## src/rtl/prm_pkg.sv

```systemverilog
// constants, register map and state codes of the power reduction controller
//------------------------------------------------------------------------------
//------------------------------------------------------------------------------
package prm_pkg;
    // register byte addresses
    localparam logic [7:0] PRM_CTRL_ADDR = 8'h00;
    localparam logic [7:0] PRM_WAKE_ADDR = 8'h04;
    localparam logic [7:0] PRM_STAT_ADDR = 8'h08;
    // power_control_register fields
    localparam int PRM_IDLE_BIT = 0;
    localparam int PRM_PDOWN_BIT = 1;
    localparam int PRM_LOCK_BIT = 2;
    localparam int PRM_FLAG0_BIT = 3;
    localparam int PRM_FLAG1_BIT = 4;
    // wake configuration fields
    localparam int PRM_EXT0_EN_BIT = 0;
    localparam int PRM_EXT1_EN_BIT = 1;
    localparam int PRM_KEY_EN_LSB = 2;
    localparam int PRM_KEY_POL_BIT = 6;
    // status fields
    localparam int PRM_ST_CPU_BIT = 3;
    localparam int PRM_ST_PER_BIT = 4;
    localparam int PRM_ST_OSC_BIT = 5;
    localparam int PRM_ST_RAMB_BIT = 6;
    // reset values
    localparam logic [4:0] PRM_CTRL_RST = 5'h00;
    localparam logic [6:0] PRM_WAKE_RST = 7'h00;
    // oscillator settle count after a key wake, in clocks
    localparam int PRM_KEY_WAKE_CLKS = 1024;
    localparam int PRM_KEY_CNT_W = 11;
    typedef enum logic [2:0] {
        PRM_RUN      = 3'b000,
        PRM_IDLE     = 3'b001,
        PRM_PDOWN    = 3'b010,
        PRM_WAKE_EXT = 3'b011,
        PRM_WAKE_KEY = 3'b100
    } prm_state_t;
endpackage : prm_pkg

```

## src/rtl/prm_sync.sv

```systemverilog
// two flip-flop level synchroniser for asynchronous pins
`timescale 1ns/100ps
`default_nettype none
module prm_sync #(
    parameter int WIDTH = 1
) (
    input wire logic clk_i,
    input wire logic [WIDTH-1:0] d_i,
    output logic [WIDTH-1:0] q_o
);
    logic [WIDTH-1:0] stage1;
    logic [WIDTH-1:0] stage2;
    //--------------------------------------------------------------------------
    // synchroniser chain
    //--------------------------------------------------------------------------
    // no reset: first stage may be metastable, only stage two reads it
    always_ff @(posedge clk_i) begin
        stage1 <= d_i;
        stage2 <= stage1;
    end
    assign q_o = stage2;
endmodule : prm_sync
`default_nettype wire

```

## src/rtl/prm_ctrl.sv

```systemverilog
// power reduction mode controller with APB register access
`timescale 1ns/100ps
`default_nettype none
module prm_ctrl
    import prm_pkg::*;
#(
    parameter int KEYS = 4
) (
    input wire logic CORE_CLK_I,
    input wire logic SRST_I,
    input wire logic RST_PIN_I,
    input wire logic PSEL_I,
    input wire logic PENABLE_I,
    input wire logic PWRITE_I,
    input wire logic [7:0] PADDR_I,
    input wire logic [31:0] PWDATA_I,
    output logic [31:0] PRDATA_O,
    output logic PREADY_O,
    output logic PSLVERR_O,
    input wire logic IRQ_PENDING_I,
    input wire logic EXT_WAKE0_I,
    input wire logic EXT_WAKE1_I,
    input wire logic [KEYS-1:0] KEY_WAKE_I,
    output logic CPU_CLK_EN_O,
    output logic PERIPH_CLK_EN_O,
    output logic OSC_RUN_O,
    output logic RAM_BLOCK_O,
    output logic SERVICE_START_O,
    output logic [4:0] CTRL_O
);
    //--------------------------------------------------------------------------
    // declarations
    //--------------------------------------------------------------------------
    logic [KEYS+1:0] pins_s;
    logic ext0_s;
    logic ext1_s;
    logic [KEYS-1:0] key_s;
    logic acc;
    logic wr_ctrl;
    logic wr_wake;
    logic [31:0] rd_word;
    logic next_pready;
    logic [31:0] next_prdata;
    logic next_pslverr;
    logic lock;
    logic flag0;
    logic flag1;
    logic [1:0] ext_en;
    logic [KEYS-1:0] key_en;
    logic key_pol;
    logic next_lock;
    logic next_flag0;
    logic next_flag1;
    logic [1:0] next_ext_en;
    logic [KEYS-1:0] next_key_en;
    logic next_key_pol;
    prm_state_t state;
    prm_state_t next_state;
    logic idle_request_bit;
    logic powerdown_request_bit;
    logic cpu_en;
    logic per_en;
    logic osc_en;
    logic ram_block;
    logic svc;
    logic [PRM_KEY_CNT_W-1:0] key_cnt;
    logic next_idle;
    logic next_pdown;
    logic next_cpu_en;
    logic next_per_en;
    logic next_osc_en;
    logic next_ram_block;
    logic next_svc;
    logic [PRM_KEY_CNT_W-1:0] next_key_cnt;
    logic ext_active;
    logic key_hit;
    logic req_idle;
    logic req_pdown;

    // true when the address selects one of our three words
    function automatic logic mapped(input logic [7:0] a);
        mapped = (a == PRM_CTRL_ADDR) || (a == PRM_WAKE_ADDR) ||
                 (a == PRM_STAT_ADDR);
    endfunction : mapped

    //--------------------------------------------------------------------------
    // pin synchronisers
    //--------------------------------------------------------------------------
    // wake pins come from outside the clock domain
    prm_sync #(
        .WIDTH(KEYS + 2)
    ) u_sync (
        .clk_i(CORE_CLK_I),
        .d_i({KEY_WAKE_I, EXT_WAKE1_I, EXT_WAKE0_I}),
        .q_o(pins_s)
    );
    assign ext0_s = pins_s[0];
    assign ext1_s = pins_s[1];
    assign key_s = pins_s[KEYS+1:2];

    //--------------------------------------------------------------------------
    // apb slave
    //--------------------------------------------------------------------------
    // one wait state: the access completes on the second access-phase edge
    assign acc = PSEL_I & PENABLE_I & PREADY_O;
    assign wr_ctrl = acc & PWRITE_I & (PADDR_I == PRM_CTRL_ADDR);
    assign wr_wake = acc & PWRITE_I & (PADDR_I == PRM_WAKE_ADDR);

    // read mux, reserved bits read as zero
    always_comb begin
        rd_word = 32'h0000_0000;
        if (PADDR_I == PRM_CTRL_ADDR) begin
            rd_word[PRM_IDLE_BIT] = idle_request_bit;
            rd_word[PRM_PDOWN_BIT] = powerdown_request_bit;
            rd_word[PRM_LOCK_BIT] = lock;
            rd_word[PRM_FLAG0_BIT] = flag0;
            rd_word[PRM_FLAG1_BIT] = flag1;
        end else if (PADDR_I == PRM_WAKE_ADDR) begin
            rd_word[PRM_EXT1_EN_BIT:PRM_EXT0_EN_BIT] = ext_en;
            rd_word[PRM_KEY_EN_LSB +: KEYS] = key_en;
            rd_word[PRM_KEY_POL_BIT] = key_pol;
        end else if (PADDR_I == PRM_STAT_ADDR) begin
            rd_word[2:0] = state;
            rd_word[PRM_ST_CPU_BIT] = cpu_en;
            rd_word[PRM_ST_PER_BIT] = per_en;
            rd_word[PRM_ST_OSC_BIT] = osc_en;
            rd_word[PRM_ST_RAMB_BIT] = ram_block;
        end
    end

    always_comb begin
        next_pready = PSEL_I & PENABLE_I & ~PREADY_O;
        next_prdata = PRDATA_O;
        next_pslverr = 1'b0;
        if (next_pready) begin
            next_prdata = PWRITE_I ? 32'h0000_0000 : rd_word;
            next_pslverr = ~mapped(PADDR_I);
        end
    end

    always_ff @(posedge CORE_CLK_I) begin
        if (SRST_I) begin
            PREADY_O <= 1'b0;
            PRDATA_O <= 32'h0000_0000;
            PSLVERR_O <= 1'b0;
        end else begin
            PREADY_O <= next_pready;
            PRDATA_O <= next_prdata;
            PSLVERR_O <= next_pslverr;
        end
    end

    //--------------------------------------------------------------------------
    // software-only configuration
    //--------------------------------------------------------------------------
    always_comb begin
        next_lock = lock;
        next_flag0 = flag0;
        next_flag1 = flag1;
        next_ext_en = ext_en;
        next_key_en = key_en;
        next_key_pol = key_pol;
        if (wr_ctrl) begin
            next_lock = PWDATA_I[PRM_LOCK_BIT];
            next_flag0 = PWDATA_I[PRM_FLAG0_BIT];
            next_flag1 = PWDATA_I[PRM_FLAG1_BIT];
        end
        if (wr_wake) begin
            next_ext_en = PWDATA_I[PRM_EXT1_EN_BIT:PRM_EXT0_EN_BIT];
            next_key_en = PWDATA_I[PRM_KEY_EN_LSB +: KEYS];
            next_key_pol = PWDATA_I[PRM_KEY_POL_BIT];
        end
    end

    always_ff @(posedge CORE_CLK_I) begin
        if (SRST_I) begin
            lock <= PRM_CTRL_RST[PRM_LOCK_BIT];
            flag0 <= PRM_CTRL_RST[PRM_FLAG0_BIT];
            flag1 <= PRM_CTRL_RST[PRM_FLAG1_BIT];
            ext_en <= PRM_WAKE_RST[PRM_EXT1_EN_BIT:PRM_EXT0_EN_BIT];
            key_en <= PRM_WAKE_RST[PRM_KEY_EN_LSB +: KEYS];
            key_pol <= PRM_WAKE_RST[PRM_KEY_POL_BIT];
        end else begin
            lock <= next_lock;
            flag0 <= next_flag0;
            flag1 <= next_flag1;
            ext_en <= next_ext_en;
            key_en <= next_key_en;
            key_pol <= next_key_pol;
        end
    end

    //--------------------------------------------------------------------------
    // mode sequencer
    //--------------------------------------------------------------------------
    // lock held, or written in the same word, refuses both requests
    assign req_idle = wr_ctrl & PWDATA_I[PRM_IDLE_BIT] & ~lock &
                      ~PWDATA_I[PRM_LOCK_BIT];
    assign req_pdown = wr_ctrl & PWDATA_I[PRM_PDOWN_BIT] & ~lock &
                       ~PWDATA_I[PRM_LOCK_BIT];
    assign ext_active = (ext_en[0] & ext0_s) | (ext_en[1] & ext1_s);
    assign key_hit = |(key_en & (key_pol ? key_s : ~key_s));

    // the block itself stays on an always-on clock; only gates are steered
    always_comb begin
        next_state = state;
        next_idle = idle_request_bit;
        next_pdown = powerdown_request_bit;
        next_cpu_en = cpu_en;
        next_per_en = per_en;
        next_osc_en = osc_en;
        next_ram_block = ram_block;
        next_svc = 1'b0;
        next_key_cnt = key_cnt;
        unique case (state)
            PRM_RUN: begin
                if (req_pdown) begin
                    // deep mode wins when both bits arrive together
                    next_state = PRM_PDOWN;
                    next_pdown = 1'b1;
                    next_idle = PWDATA_I[PRM_IDLE_BIT];
                    next_cpu_en = 1'b0;
                    next_per_en = 1'b0;
                    next_osc_en = 1'b0;
                end else if (req_idle) begin
                    next_state = PRM_IDLE;
                    next_idle = 1'b1;
                    next_cpu_en = 1'b0;
                end
            end
            PRM_IDLE: begin
                if (IRQ_PENDING_I) begin
                    next_state = PRM_RUN;
                    next_idle = 1'b0;
                    next_cpu_en = 1'b1;
                    next_svc = 1'b1;
                end
            end
            PRM_PDOWN: begin
                if (ext_active) begin
                    next_state = PRM_WAKE_EXT;
                    next_pdown = 1'b0;
                    next_idle = 1'b0;
                    next_osc_en = 1'b1;
                end else if (key_hit) begin
                    next_state = PRM_WAKE_KEY;
                    next_pdown = 1'b0;
                    next_idle = 1'b0;
                    next_osc_en = 1'b1;
                    next_key_cnt = '0;
                end
            end
            PRM_WAKE_EXT: begin
                // enabled wake pin must be released before the CPU resumes
                if (!ext_active) begin
                    next_state = PRM_RUN;
                    next_cpu_en = 1'b1;
                    next_per_en = 1'b1;
                    next_svc = 1'b1;
                end
            end
            PRM_WAKE_KEY: begin
                if (key_cnt == PRM_KEY_CNT_W'(PRM_KEY_WAKE_CLKS - 1)) begin
                    next_state = PRM_RUN;
                    next_cpu_en = 1'b1;
                    next_per_en = 1'b1;
                    next_svc = 1'b1;
                end else begin
                    next_key_cnt = key_cnt + 1'b1;
                end
            end
            default: begin
                next_state = PRM_RUN;
                next_cpu_en = 1'b1;
                next_per_en = 1'b1;
                next_osc_en = 1'b1;
            end
        endcase
        if (SRST_I) begin
            // reset sequence has taken control: RAM usable again
            next_state = PRM_RUN;
            next_idle = 1'b0;
            next_pdown = 1'b0;
            next_cpu_en = 1'b1;
            next_per_en = 1'b1;
            next_osc_en = 1'b1;
            next_ram_block = 1'b0;
            next_svc = 1'b0;
            next_key_cnt = '0;
        end
    end

    // reset pin acts without the clock, which may be stopped in deep mode
    always_ff @(posedge CORE_CLK_I or posedge RST_PIN_I) begin
        if (RST_PIN_I) begin
            state <= PRM_RUN;
            idle_request_bit <= 1'b0;
            powerdown_request_bit <= 1'b0;
            cpu_en <= 1'b1;
            per_en <= 1'b1;
            osc_en <= 1'b1;
            ram_block <= 1'b1;
            svc <= 1'b0;
            key_cnt <= '0;
        end else begin
            state <= next_state;
            idle_request_bit <= next_idle;
            powerdown_request_bit <= next_pdown;
            cpu_en <= next_cpu_en;
            per_en <= next_per_en;
            osc_en <= next_osc_en;
            ram_block <= next_ram_block;
            svc <= next_svc;
            key_cnt <= next_key_cnt;
        end
    end

    //--------------------------------------------------------------------------
    // outputs
    //--------------------------------------------------------------------------
    // enables come straight from flops so the clock gates see no glitch
    assign CPU_CLK_EN_O = cpu_en;
    assign PERIPH_CLK_EN_O = per_en;
    assign OSC_RUN_O = osc_en;
    assign RAM_BLOCK_O = ram_block;
    assign SERVICE_START_O = svc;
    assign CTRL_O = {flag1, flag0, lock, powerdown_request_bit,
                     idle_request_bit};
endmodule : prm_ctrl
`default_nettype wire

```

## config.mk

```make
export PLATFORM = sky130hd
export DESIGN_NAME = prm_ctrl
export DESIGN_NICKNAME = d
export VERILOG_FILES = /design/src/rtl/prm_pkg.sv /design/src/rtl/prm_sync.sv /design/src/rtl/prm_ctrl.sv
export SDC_FILE = /design/constraint.sdc
export NUM_CORES = 1
export LEC_CHECK = 0
export BUFFER_PORTS_ARGS = -buffer_cell sky130_fd_sc_hd__buf_2
export CORE_UTILIZATION = 49
export DETAILED_ROUTE_END_ITERATION = 16
export GPL_ROUTABILITY_DRIVEN = 0
export PLACE_DENSITY = 0.85
export REMOVE_ABC_BUFFERS = 1
export SYNTH_ARGS = -nofsm -noshare
export SYNTH_HDL_FRONTEND = slang
export SYNTH_SLANG_ARGS = --single-unit
```

## constraint.sdc

```tcl
create_clock -name CORE_CLK_I -period 1.96 [get_ports CORE_CLK_I]
set_input_delay 0.098 -clock CORE_CLK_I [delete_from_list [all_inputs] [get_ports CORE_CLK_I]]
set_output_delay 0.098 -clock CORE_CLK_I [all_outputs]
set_load 0.02 [all_outputs]
```

==> impl_metrics.py, run 1 <==
metrics = {
    "timing": {
        "skew_ps": 8.37,
        "period_needed_ps": 1830,
        "timing.final.crit_share_pct": 93.4,
        "hold_viol": 0,
        "worst_pin_slew_ps": 760,
        "timing.fmax_mhz": 546,
        "setup_viol": 0,
        "report.final.slew_viol_count": 0,
        "slew_headroom_pct": 49.3,
        "fin_tns_setup_ps": 0,
        "layout_setup_ws_ps": 129,
        "rsz0062_at_grt": "no",
        "fin_hold_ws_ps": 11.9,
    },
    "worst_setup_path": {
        "rr_endpoint": "key_cnt[7]",
        "crit_fanout": 9,
        "path_delay_family": "compound AO/OA/AOI/OAI gates",
        "slowest_stage": "dfrtp_1",
        "end_kind": "flop",
        "max_stage_delay_ps": 480,
        "r2r-start": "key_cnt[5]",
        "worstPathRequired_ps": 2160,
        "r2r_cells": 5,
        "crit_arrival_ps": 2030,
        "start_kind": "flop",
        "path_class": "reg2reg",
        "ff2ff_setup_slack_ps": 130,
        "path_cells": "and4_1, nand3b_2, o2111a_1, and2_1, a221o_1",
        "cp_num_buf_inv": 0,
    },
    "finish": {
        "nets": 389,
        "n_antenna_cell": 0,
        "n_fill_cell": 452,
        "syn_to_final_growth_pct": 13.2,
        "drive_gt1_share_pct": 24.1,
    },
    "detailed_routing": {
        "drc": 0,
        "ant_nets": 0,
        "num_vias": 2164,
        "viasPerCell": 5.33,
        "dr.pass1.iters": 4,
        "drt-initial-drc-count": 170,
        "drt_wl_total_um": 5390,
        "wl_per_cell_um": 13.3,
    },
    "clock_network": {
        "numCtsBuffers": 5,
        "clkSinkCount": 52,
        "root_buffer": "clkbuf_8",
        "clk_latency_ps": 310,
        "clk_pin_slew_ps": 100,
        "cts_tree": "built",
        "cts_max_level": 2,
        "postCtsSetupRepairBufs": 0,
        "clockBufferDepth": 2,
    },
    "global_route": {
        "first_global_vias": 1877,
        "grt-ovfl-total": 0,
        "grt_util_all_layers_pct": 20.5,
        "grt_pass1_wl_um": 8670,
        "grt_max_degree": 22,
        "antenna_found_initial": 0,
    },
    "yosys": {
        "yosys_warnings": 0,
        "postSynthRegisterBits": 52,
        "syn_area_mm2": 0.00266,
        "ys_top_cells_by_count": "buf_4, dfxtp_1, nand2_1",
        "synth_top_area_share_pct": 23.4,
        "yosysMostFrequentCell": "buf_4",
        "synth_area_leaders": "dfxtp_1, dfrtp_1, buf_4",
        "async_flop_share_pct": 40.4,
        "synth_flop_cell": "dfxtp_1",
        "avgSynthCellArea_um2": 9.39,
        "synth_edf_count": 0,
        "synthCells": 283,
        "synth_seq_area_share_pct": 43.3,
        "synth_area_leader_cell": "dfxtp_1",
        "synth.distinct_cells": 57,
    },
    "floorplanning": {
        "core_area_mm2": 0.00517,
        "die_width_um": 75.6,
        "die_y_um": 75.6,
        "start_util_pct": 51.4,
        "die_area_mm2": 0.00572,
        "io_pins": 97,
        "rows": 26,
    },
    "power": {
        "ir_worst_vdd_v": 0.000404,
        "power.leakage_uw": 0.00139,
        "p_per_area_mw_per_mm2": 661,
    },
    "hold_path": {
        "hold_depth": 3,
        "hold_class": "in2reg",
        "min_to": "key_en[3]",
        "min_from": "PWDATA_I[5]",
    },
    "placed_design": {
        "place_hpwl_um": 4030,
        "dp_slack_ps": 142,
        "port_buffers": 46,
    },
    "run": {
        "cap_violations": 0,
    },
    "outcome": {
        "run_status": "finished, final reports clean",
    },
}
-- metal layers --
| metal | wire (um) | GRT usage (%) |
|---|---|---|
| met4 | 126 | 8.85 |
| met3 | 257 | 4.89 |
| met2 | 2650 | 33.3 |
| met1 | 2360 | 26.1 |
| met5 | 0 | 0 |
-- worst register-to-register path: stages, from the launching register on --
cell and delay, ps:
dfrtp_1 480, and4_1 300, nand3b_2 140, o2111a_1 320
and2_1 180, a221o_1 310
-- metrics by stage --
step                      cell area (um2)  power, uW  util [%]  std cells
after global routing                 3010       2090      58.2        406
after global placement               2840       1340      54.9        391
after detailed placement             2840       1340      54.9        391
final                                3010       1990      58.2        406
after CTS                            3010       2010      58.1        406
after floorplan                      2450       1250         -        265
-- report_power, final --
part,total (uW),internal [uW],switching [uW]
Combinational,232,82.1,150
Sequential,1100,1090,15.9
Clock,657,270,387
Total,1990,1440,552
-- flip-flops by register name, indices dropped and copies added (netlist names) --
signal                 count
u_sync.q_o                 6
PSLVERR_O                  1
u_sync.stage1              6
CPU_CLK_EN_O               1
PERIPH_CLK_EN_O            1
key_en                     4
idle_request_bit           1
state                      3
SERVICE_START_O            1
OSC_RUN_O                  1
key_cnt                   11
ext_en                     2
PREADY_O                   1
RAM_BLOCK_O                1
flag0                      1
key_pol                    1
powerdown_request_bit      1
PRDATA_O                   7
flag1                      1
lock                       1
-- cell families after synthesis --
family / synth area share (%)
AOI/OAI and AO/OA: 17.2
xor gates and xnor gates: 1.32
adders and majority gates: 0.471
buffers and inverters: 11.6
DFF: 43.3
muxes: 6.03
other: 0.141
and+or+nand+nor: 19.9
-- what timing repair did --
action / in CTS / in global routing
hold buffers: 7 / 0
gates resized for setup: 0 / 2
endpoints found under the setup margin: 0 / 3
hold endpoints to repair: 23 / 0
-- area by class of cell --
class / count / area [um2] / share of cell area [%]
clock buffers: 5 / 68.8 / 2.29
flip-flops and latches: 52 / 1150 / 38.3
well taps: 70 / 87.6 / 2.91
repair buffers: 63 / 375 / 12.5
inverters: 2 / 7.51 / 0.249
clock inverters: 3 / 28.8 / 0.956
multi-input cells: 211 / 1290 / 42.9
-- layout by cell type (no fill, tap or decap), types with 2 or more instances in the layout --
master         instances
conb_1                25
dfstp_2                4
a22oi_1                3
nand4_1                3
dfxtp_1               31
o211ai_1               4
xnor2_1                4
a22o_1                 4
o22a_1                 2
nand2_1               30
a211oi_1               3
inv_1                  2
o21ai_0               17
dlygate4sd3_1          7
a21oi_1               17
and4_1                 2
dfrtp_1               17
nor2b_1                4
a31oi_1                5
inv_6                  2
buf_2                 46
buf_4                 10
a41oi_1                2
and3_1                 3
nor2_1                22
nand3_1               11
mux2i_1               16
nand3b_1               2
clkbuf_8               5
a221o_1                2
-- worst max-delay path by stage --
| stage | startpoint | to | cells past startpoint |
|---|---|---|---|
| after floorplan | state[0] | CPU_CLK_EN_O | 3 |
| after global placement | key_cnt[5] | key_cnt[7] | 5 |
| after CTS | key_cnt[5] | CPU_CLK_EN_O | 5 |
| after global routing | state[1] | state[2] | 6 |
| final | key_cnt[5] | key_cnt[7] | 5 |
| after detailed placement | key_cnt[5] | CPU_CLK_EN_O | 5 |
(Power assumes the default switching activity.)
==> inputs of run 2 (changes only) <==
--- a/config.mk
+++ b/config.mk
@@ -6,7 +6,10 @@
 export NUM_CORES = 1
 export LEC_CHECK = 0
 export BUFFER_PORTS_ARGS = -buffer_cell sky130_fd_sc_hd__buf_2
-export CORE_UTILIZATION = 49
+export CELL_PAD_IN_SITES_DETAIL_PLACEMENT = 1
+export CELL_PAD_IN_SITES_GLOBAL_PLACEMENT = 1
+export CORE_UTILIZATION = 36
+export CTS_BUF_LIST = sky130_fd_sc_hd__clkbuf_16
 export DETAILED_ROUTE_END_ITERATION = 16
 export GPL_ROUTABILITY_DRIVEN = 0
 export PLACE_DENSITY = 0.85
==> run 2 against run 1 <==
Net effect:
- the run now ends with hold timing left
- critical endpoint is now idle_request_bit
- global-route usage fell by 2.3 points
- largest cell class unchanged
- combinational power rose by 3%
- count of clock-buffer cells in the layout did not move
- via count increased by 1.9%
- non-clock buffer count up 1
- final cell count grew 6.7%
- total power is 12% higher
==> impl_metrics.py, run 2 (synthesized netlist as in run 1, its figures left out) <==
metrics = {
    "outcome": {
        "run_status": "finished with violations",
        "violations": "hold timing",
    },
    "power": {
        "power.leakage_uw": 0.00141,
        "comb_power_share_pct": 10.8,
        "ir_worst_vdd_v": 0.000295,
        "power.share.switching_pct": 26.1,
        "p_per_area_mw_per_mm2": 721,
        "switching_power_uw": 584,
        "p_int_uw": 1650,
        "power_frac_clock_pct": 40.1,
        "power.share.sequential_pct": 49.1,
    },
    "worst_setup_path": {
        "end_kind": "flop",
        "max_stage_delay_ps": 460,
        "start_kind": "flop",
        "crit_fanout": 8,
        "path_class": "reg2reg",
        "path_cells": "nor2_1, and3_2, nand3_1, nand3_1, o22a_1",
        "crit_path_frequent_cell": "nand3_1",
        "crit_arrival_ps": 2040,
        "slowest_stage": "dfrtp_1",
        "worstPathRequired_ps": 2190,
    },
    "finish": {
        "final_common_cell": "buf_2",
        "final_cells": 433,
        "syn_to_final_growth_pct": 16.5,
        "n_fill_cell": 836,
        "drive_gt1_share_pct": 24.3,
        "multiInputGateArea_mm2": 0.00129,
        "nets": 390,
        "seqCellArea_mm2": 0.00115,
        "layout_common_cells": "buf_2, dfxtp_1, nand2_1, conb_1, nor2_1",
        "n_antenna_cell": 0,
        "biggestRegsByFlops": "key_cnt: 11 flops, PRDATA_O: 7 flops",
        "top_register": "key_cnt",
        "largest_register_ffs": 11,
    },
    "global_route": {
        "grt_max_degree": 22,
        "antenna_found_initial": 0,
        "grt-ovfl-total": 0,
        "grt_pass1_wl_um": 10700,
        "first_global_vias": 2157,
        "grt_util_all_layers_pct": 18.1,
    },
    "floorplanning": {
        "die_width_um": 87.9,
        "io_pins": 97,
        "die_area_mm2": 0.00773,
        "rows": 30,
        "die_y_um": 87.9,
        "core_area_mm2": 0.00694,
        "start_util_pct": 38.3,
    },
    "timing": {
        "rsz0062_at_grt": "no",
        "report.final.slew_viol_count": 0,
        "fin_hold_ws_ps": -34.9,
        "period_needed_ps": 1800,
        "setup_viol": 0,
        "worst_pin_slew_ps": 835,
        "layout_setup_ws_ps": 157,
        "slew_headroom_pct": 44.2,
        "hold_viol": 17,
        "fin_tns_setup_ps": 0,
        "skew_ps": 5.26,
        "timing.fmax_mhz": 555,
        "timing.final.crit_share_pct": 92.0,
    },
    "clock_network": {
        "root_buffer": "clkbuf_16",
        "cts_hold_buf": 6,
        "clk_pin_slew_ps": 70,
        "cts_resized": 0,
        "clk_latency_ps": 290,
        "cts_tree": "built",
        "numCtsBuffers": 5,
        "cts_max_level": 2,
        "clkSinkCount": 52,
        "clockBufferDepth": 2,
        "postCtsSetupRepairBufs": 0,
    },
    "detailed_routing": {
        "dr.pass1.iters": 4,
        "wl_per_cell_um": 15.0,
        "drt_wl_total_um": 6500,
        "drt-initial-drc-count": 109,
        "viasPerCell": 5.09,
        "drc": 0,
        "num_vias": 2205,
        "ant_nets": 0,
    },
    "placed_design": {
        "dp.cells": 419,
        "dp_slack_ps": 161,
        "place_hpwl_um": 4840,
        "port_buffers": 46,
    },
    "hold_path": {
        "hold_class": "in2async",
    },
    "run": {
        "cap_violations": 0,
    },
}
==> run 2: power by group through the flow <==
stage	Clock [uW]	Combinational (uW)	Sequential, uW
after floorplan	0	121	1130
after global routing	954	263	1100
after CTS	908	238	1100
after detailed placement	0	227	1120
final	896	240	1100
after global placement	0	223	1120
==> run 2: area by class of cell <==
class | count | share of cell area (%)
well taps | 96 | 3.88
repair buffers | 64 | 12.3
clock inverters | 3 | 0.808
inverters | 2 | 0.242
clock buffers | 5 | 4.04
multi-input cells | 211 | 41.6
flip-flops and latches | 52 | 37.2
==> run 2: critical path, delay by kind of cell (launching register included) <==
family             cells  cell delay [ps]
DFF                    1              460
and+or+nand+nor        4             1130
AOI/OAI and AO/OA      1              160
==> run 2: path summary, 6_finish.rpt <==
path	start	to	slack (ps)	cells after the start
min in group CORE_CLK_I	PWDATA_I[4]	key_en[2]	60	3
hold / removal	RST_PIN_I	key_cnt[7]	-30	2
setup / recovery	state[2]	idle_request_bit	160	5
max in group asynchronous	RST_PIN_I	state[1]	1480	2
hold reg to reg	u_sync.stage1[4]	u_sync.q_o[4]	330	0
setup reg to reg	state[2]	idle_request_bit	160	5
==> run 2: metal layers <==
metal  vias up  wire (um)  GRT usage (%)
li1       1071          -              -
met1      1076       2960           23.0
met2        51       3250           31.4
met3         7        211           2.83
met4         0         83           6.11
met5         -          0              0
==> run 2: per-stage QoR <==
step	cell area (um2)	util, %	hold WS (ps)	total power (uW)
after floorplan	2450	-	71.6	1250
final	3100	44.6	-34.9	2230
after global placement	2890	41.6	201	1340
after CTS	3100	44.6	8.11	2240
after global routing	3100	44.6	31.5	2320
after detailed placement	2890	41.6	202	1350
